<file path="src/fast_gate_map.vh">
// Register map and timing constants of the fast gate and alternate reset block.
`ifndef FAST_GATE_MAP_VH
`define FAST_GATE_MAP_VH

// Word offsets on the register bus (byte addresses).
`define FG_ADDR_FAST_GATE 8'h00
`define FG_ADDR_CONFIG 8'h04

// Fast gate register fields.
`define FG_BIT_RESET_REQ 0
`define FG_BIT_ALT_GATE 1
`define FG_FIXED_READ 8'h24
`define FG_FIXED_MASK 8'hFC

// Reset/gate configuration register fields.
`define FG_CFG_ENABLE_BIT 2
`define FG_CFG_POL_BIT 3
`define FG_CFG_RESET 8'h00

// Pulse timing: times in ns, clock period in ns.
`define FG_CLK_PERIOD_NS 100
`define FG_DELAY_NS 14000
`define FG_WIDTH_NS 6000
`define FG_DELAY_CYCLES ((`FG_DELAY_NS + `FG_CLK_PERIOD_NS - 1) / `FG_CLK_PERIOD_NS)
`define FG_WIDTH_CYCLES ((`FG_WIDTH_NS + `FG_CLK_PERIOD_NS - 1) / `FG_CLK_PERIOD_NS)

`endif

</file>
<file path="src/fast_reset_pulser.v">
// Delayed low pulse generator driven by the fast reset request bit.
`default_nettype none

module fast_reset_pulser #(
    parameter DELAY_CYCLES = 140,
    parameter WIDTH_CYCLES = 60,
    parameter CNT_W = 16
) (
    // Clock and reset.
    input wire i_clk,
    input wire i_reset_n,
    // Request level from the register bit.
    input wire i_request,
    // Pulse output, active low.
    output reg o_pulse_n
);

    localparam ST_IDLE = 2'd0;
    localparam ST_DELAY = 2'd1;
    localparam ST_PULSE = 2'd2;
    localparam ST_DONE = 2'd3;
    // Last counts are worked out at full width, then cut to the counter on purpose.
    localparam [31:0] DELAY_M1 = DELAY_CYCLES - 1;
    localparam [31:0] WIDTH_M1 = WIDTH_CYCLES - 1;
    localparam [CNT_W-1:0] DELAY_LAST = DELAY_M1[CNT_W-1:0];
    localparam [CNT_W-1:0] WIDTH_LAST = WIDTH_M1[CNT_W-1:0];

    reg [1:0] state;
    reg [CNT_W-1:0] count;

    ////////////////////////////////////////////////////////////////////////////////
    // One pulse per request; a new pulse needs the request to drop first.
    always @(posedge i_clk) begin
        if (!i_reset_n) begin
            state <= ST_IDLE;
            count <= {CNT_W{1'b0}};
            o_pulse_n <= 1'b1;
        end else begin
            case (state)
                ST_IDLE: begin
                    o_pulse_n <= 1'b1;
                    count <= {CNT_W{1'b0}};
                    if (i_request) begin
                        state <= ST_DELAY;
                    end
                end
                ST_DELAY: begin
                    if (count == DELAY_LAST) begin
                        count <= {CNT_W{1'b0}};
                        o_pulse_n <= 1'b0;
                        state <= ST_PULSE;
                    end else begin
                        count <= count + 1'b1;
                    end
                end
                ST_PULSE: begin
                    if (count == WIDTH_LAST) begin
                        o_pulse_n <= 1'b1;
                        state <= ST_DONE;
                    end else begin
                        count <= count + 1'b1;
                    end
                end
                ST_DONE: begin
                    o_pulse_n <= 1'b1;
                    // Re-arm only once the bit is back at zero.
                    if (!i_request) begin
                        state <= ST_IDLE;
                    end
                end
                default: begin
                    state <= ST_IDLE;
                    o_pulse_n <= 1'b1;
                end
            endcase
        end
    end

endmodule

`default_nettype wire

</file>
<file path="src/fast_gate_and_alt_reset.v">
// Fast address gate and alternate CPU reset register block with a Wishbone slave.
//
// The placing of the registers and the Wishbone interface to the registers were chosen for this implementation.
`include "fast_gate_map.vh"
`default_nettype none

module fast_gate_and_alt_reset #(
    parameter DELAY_CYCLES = `FG_DELAY_CYCLES,
    parameter WIDTH_CYCLES = `FG_WIDTH_CYCLES
) (
    // Clock and synchronous reset.
    input wire i_clk,
    input wire i_reset_n,
    // Classic Wishbone slave.
    input wire i_wb_cyc,
    input wire i_wb_stb,
    input wire i_wb_we,
    input wire [7:0] i_wb_adr,
    input wire [3:0] i_wb_sel,
    input wire [31:0] i_wb_dat,
    output reg [31:0] o_wb_dat,
    output reg o_wb_ack,
    // Keyboard controller signals, asynchronous to this clock.
    input wire i_kbc_gate_port_bit,
    input wire i_kbc_reset_out_n,
    // Outputs toward the CPU and board.
    output reg o_alt_gate_line,
    output reg o_gate_output_n,
    output reg o_fast_reset_out_n,
    output reg o_shared_kbd_reset_pin
);

    ////////////////////////////////////////////////////////////////////////////////
    // Register state and bus decode.

    reg [7:0] reset_gate_config_reg;
    reg reset_req_bit;
    wire fast_pulse_n;
    wire bus_req;
    wire port_enabled;
    reg [7:0] next_read;

    // Decodes a byte address to a register hit.
    function addr_hit;
        input [7:0] addr;
        input [7:0] target;
        begin
            addr_hit = (addr == target);
        end
    endfunction

    // A request is taken only once; ack drops the cycle after it was given.
    assign bus_req = i_wb_cyc & i_wb_stb & ~o_wb_ack;
    assign port_enabled = reset_gate_config_reg[`FG_CFG_ENABLE_BIT];

    ////////////////////////////////////////////////////////////////////////////////
    // Asynchronous inputs pass three flops; a change counts when the last two agree.

    reg [2:0] gate_sync;
    reg [2:0] krst_sync;
    reg gate_level;
    reg krst_level;

    always @(posedge i_clk) begin
        if (!i_reset_n) begin
            gate_sync <= 3'h0;
            krst_sync <= 3'h7;
            gate_level <= 1'b0;
            krst_level <= 1'b1;
        end else begin
            gate_sync <= {gate_sync[1:0], i_kbc_gate_port_bit};
            krst_sync <= {krst_sync[1:0], i_kbc_reset_out_n};
            if (gate_sync[1] == gate_sync[2]) begin
                gate_level <= gate_sync[2];
            end
            if (krst_sync[1] == krst_sync[2]) begin
                krst_level <= krst_sync[2];
            end
        end
    end

    ////////////////////////////////////////////////////////////////////////////////
    // Register writes. Fast gate writes are dropped while the port is disabled.

    always @(posedge i_clk) begin
        if (!i_reset_n) begin
            reset_gate_config_reg <= `FG_CFG_RESET;
            reset_req_bit <= 1'b0;
            o_alt_gate_line <= 1'b0;
        end else if (bus_req && i_wb_we && i_wb_sel[0]) begin
            if (addr_hit(i_wb_adr, `FG_ADDR_CONFIG)) begin
                reset_gate_config_reg <= i_wb_dat[7:0];
            end else if (addr_hit(i_wb_adr, `FG_ADDR_FAST_GATE) && port_enabled) begin
                reset_req_bit <= i_wb_dat[`FG_BIT_RESET_REQ];
                o_alt_gate_line <= i_wb_dat[`FG_BIT_ALT_GATE];
            end
        end
    end

    ////////////////////////////////////////////////////////////////////////////////
    // Read mux. Unmapped or disabled reads return zero but are still acknowledged.

    always @* begin
        next_read = 8'h00;
        if (addr_hit(i_wb_adr, `FG_ADDR_CONFIG)) begin
            next_read = reset_gate_config_reg;
        end else if (addr_hit(i_wb_adr, `FG_ADDR_FAST_GATE) && port_enabled) begin
            // Fixed pattern gives 00 in 7:6, 1 in 5 and 2, 0 in 4 and 3.
            next_read = `FG_FIXED_READ;
            next_read[`FG_BIT_ALT_GATE] = o_alt_gate_line;
            next_read[`FG_BIT_RESET_REQ] = reset_req_bit;
        end
    end

    // Ack one cycle after the request is seen; data is registered with it.
    always @(posedge i_clk) begin
        if (!i_reset_n) begin
            o_wb_ack <= 1'b0;
            o_wb_dat <= 32'h00000000;
        end else begin
            o_wb_ack <= bus_req;
            if (bus_req && !i_wb_we) begin
                o_wb_dat <= {24'h000000, next_read};
            end
        end
    end

    ////////////////////////////////////////////////////////////////////////////////
    // Pulse timing lives in its own counter so the bus stays independent of it.

    fast_reset_pulser #(
        .DELAY_CYCLES(DELAY_CYCLES),
        .WIDTH_CYCLES(WIDTH_CYCLES),
        .CNT_W(16)
    ) u_pulser (
        .i_clk(i_clk),
        .i_reset_n(i_reset_n),
        .i_request(reset_req_bit),
        .o_pulse_n(fast_pulse_n)
    );

    ////////////////////////////////////////////////////////////////////////////////
    // Output combining, registered so every output comes from a flop.

    always @(posedge i_clk) begin
        if (!i_reset_n) begin
            o_gate_output_n <= 1'b0;
            o_fast_reset_out_n <= 1'b1;
            o_shared_kbd_reset_pin <= 1'b1;
        end else begin
            // Gate output is low only when both sources are low.
            o_gate_output_n <= gate_level | o_alt_gate_line;
            o_fast_reset_out_n <= fast_pulse_n;
            // The fast pulse joins the controller reset only when the port is enabled.
            o_shared_kbd_reset_pin <= (krst_level & (fast_pulse_n | ~port_enabled))
                ^ reset_gate_config_reg[`FG_CFG_POL_BIT];
        end
    end

endmodule

`default_nettype wire

</file>
<file path="config.mk">
export PLATFORM = sky130hd
export DESIGN_NAME = fast_gate_and_alt_reset
export DESIGN_NICKNAME = d
export VERILOG_FILES = /design/src/fast_reset_pulser.v /design/src/fast_gate_and_alt_reset.v
export VERILOG_INCLUDE_DIRS = /design/src /design/src/src
export SDC_FILE = /design/constraint.sdc
export NUM_CORES = 1
export LEC_CHECK = 0
export BUFFER_PORTS_ARGS = -buffer_cell sky130_fd_sc_hd__buf_2
export CORE_MARGIN = 2
export CORE_UTILIZATION = 53
export DETAILED_ROUTE_END_ITERATION = 8
export PLACE_DENSITY = 0.87
export SLEW_MARGIN = 10
export SYNTH_ARGS = -nofsm -noshare
export SYNTH_HDL_FRONTEND = slang
export SYNTH_SLANG_ARGS = --single-unit
</file>
<file path="constraint.sdc">
create_clock -name i_clk -period 5.1 [get_ports i_clk]
set_clock_uncertainty 0.05 [all_clocks]
set_input_delay 0.255 -clock i_clk [delete_from_list [all_inputs] [get_ports i_clk]]
set_output_delay 0.255 -clock i_clk [all_outputs]
set_load 0.05 [all_outputs]
</file>
==> flow_summary.ini <==
[run_status]
outcome = finished clean

[setup_path]
end_kind = flop
worstSetupPathType = reg2reg
cp-start-kind = flop
critical_path_arrival_ps = 2340
cp.required_ps = 5230
path_max_fanout = 11

[floorplan]
fp.dieArea_sq_um = 5237
num_rows = 24
die_height_um = 72.37
core_area_sq_um = 4414
ioPinCount = 88
die_w_um = 72.37
initial_utilization_pct = 56.12

[clock_tree]
cts_made_buffers = 5
cts.repair.resized = 0
clk_latency_ps = 300
ctsHoldBuffers = 0
tritoncts = built
h-tree-depth = 2
clockBufferDepth = 2
clkSinkCount = 49
postCtsSetupRepairBufs = 0
clk_pin_slew_ps = 90
ctsRootBufferMaster = clkbuf_8

[timing]
fmax_mhz = 452.6
relSlewSlack_pct = 57.31
maxSlewViolCount = 0
timing.final.crit_share_pct = 43.33
fin_crit_ps = 2210
hold_viol = 0
hold_slack_ps = 81.81
rsz0062_at_grt = false
setup_violations = 0
worstMarginPinSlew_ps = 640.3
setup_tns_ps = 0

[layout]
nNetsFinal = 351
final_cell_mix = 49 x dfxtp_1, 36 x buf_2, 26 x nand2_1
final_util_pct = 60.23
n_antenna_cell = 0
area_growth_pct = 7.323
mostFrequentLayoutCell = dfxtp_1
n_fill_cell = 391
largest_reg_flops = 16
drive_gt1_share_pct = 19.66
layoutNonFillerInstCount = 347

[power_and_ir_drop]
power.internal_w = 0.0005449
clkPwrFrac_pct = 38.0
powerDensity_nw_per_um2 = 275.9
switching_share_pct = 25.71
power.share.combinational_pct = 9.2
peakVddDrop_v = 0.0001505
leakage_nw = 1.080
p_switching_w = 0.0001886
power.total_w = 0.0007335
pwr-share-seq_pct = 52.8

[place]
portBuffers = 36
dp_hpwl_um = 2987
gp_congestion = 0.7966
dpl.cell_count = 339

[grt]
grt_max_degree = 46
antenna_found_initial = 0
track_usage_pct = 16.81
grt_pass1_vias = 1590
grt_pass1_wl_um = 6927
grt-ovfl-total = 0

[yosys]
synthMuxAreaShare_pct = 5.253
synth_compound_area_share_pct = 10.71
synthFlopType = dfxtp_1
synth_xor_area_share_pct = 3.889
yosys_warnings = 0
async_flop_share_pct = 0
yosys.area_share.simple_pct = 25.91
syn_inst = 265
yosysSeqAreaShare_pct = 39.60
synth.distinct_cells = 49
avgSynthCellArea_sq_um = 9.349
netlist_area_sq_um = 2477
synth_top_family_by_area = simple AND/OR/NAND/NOR gates
synth_edf_count = 0
synth-adder-area-share_pct = 3.030
synth-seq-cells = 49

[min_path]
hold_class = in2reg

[drt]
drt_iter0_markers = 64
wl_um = 4194
dr_total_vias = 1798
detail-route-antenna-nets = 0
drt_pass1_iterations = 4
wl_per_cell_um = 12.09
post_drt_via_cell_ratio = 5.182
route.detailed.drc = 0

[job]
cap_viol_max_count = 0
worst paths after layout:
path                                         from           endpoint  slack, ps  depth (start not counted)
worst max register to register  u_pulser.state[0]  u_pulser.count[4]       2890                          7
worst max-delay path            u_pulser.state[0]  u_pulser.count[4]       2890                          7
worst min register to register       krst_sync[0]       krst_sync[1]        370                          1
worst min-delay path            i_kbc_reset_out_n       krst_sync[0]         80                          2
synth_stat cells, drive strengths merged (7+ instances only):
master | instances | area (sq um)
dfxtp | 49 | 980.9
buf | 32 | 246.5
nand2 | 26 | 97.59
nor2 | 20 | 85.08
mux2i | 13 | 130.1
o21ai | 11 | 58.81
nand3 | 10 | 50.05
nor2b | 9 | 56.30
a21boi | 8 | 60.06
nand4 | 8 | 50.05
xor2 | 8 | 70.07
and2 | 7 | 46.30
nand2b | 7 | 43.79
per-stage QoR:
step                      instance area (sq um)  worst slack, ps
after CTS                                  2659             2871
final                                      2659             2890
after global placement                     2544             2911
after global routing                       2659             2723
after detailed placement                   2544             2888
after floorplan                            2564             3179
routing by layer:
layer	wire [um]	track usage, %	vias up	part of all wire [%]
met5	0	0	-	0
met2	1951	28.24	44	47
li1	-	-	919	-
met4	55	7.613	0	1.3
met3	233	4.583	4	5.6
met1	1953	20.03	831	47
power by group through the flow:
stage	combinational [W]	sequential, W	clock, W
after detailed placement	0.0000672	0.000396	0
after floorplan	0.0000656	0.000401	0
after global placement	0.0000669	0.000396	0
after CTS	0.0000673	0.000387	0.000287
after global routing	0.0000713	0.000388	0.000304
final	0.0000675	0.000387	0.000279
area by class of cell:
type	instances	area [sq um]	share of cell area, %
inverters	5	18.77	0.7059
flip-flops and latches	49	980.9	36.89
multi-input cells	197	1299	48.85
clock inverters	3	46.29	1.741
well taps	52	65.06	2.447
repair buffers	36	180.2	6.776
clock buffers	5	68.82	2.588
worst max-delay path, cell delays in order, from the launching register on:
cell     delay (ps)
dfxtp_1         420
inv_1            90
ha_1            320
nor4b_2         300
a41oi_2         170
and2_4          210
o21ai_2         430
nor2_1          100
kinds of logic (layout without fill, tap and decap cells):
family	after synthesis	in the layout
multiplexers	13	13
adder cells (fa/ha/maj)	6	6
buffers and inverters	42	49
XOR/XNOR	11	11
AO/OA/AOI/OAI	35	35
flip-flops	49	49
AND/OR/NAND/NOR	108	108
other	1	24
(Power assumes the default switching activity.)
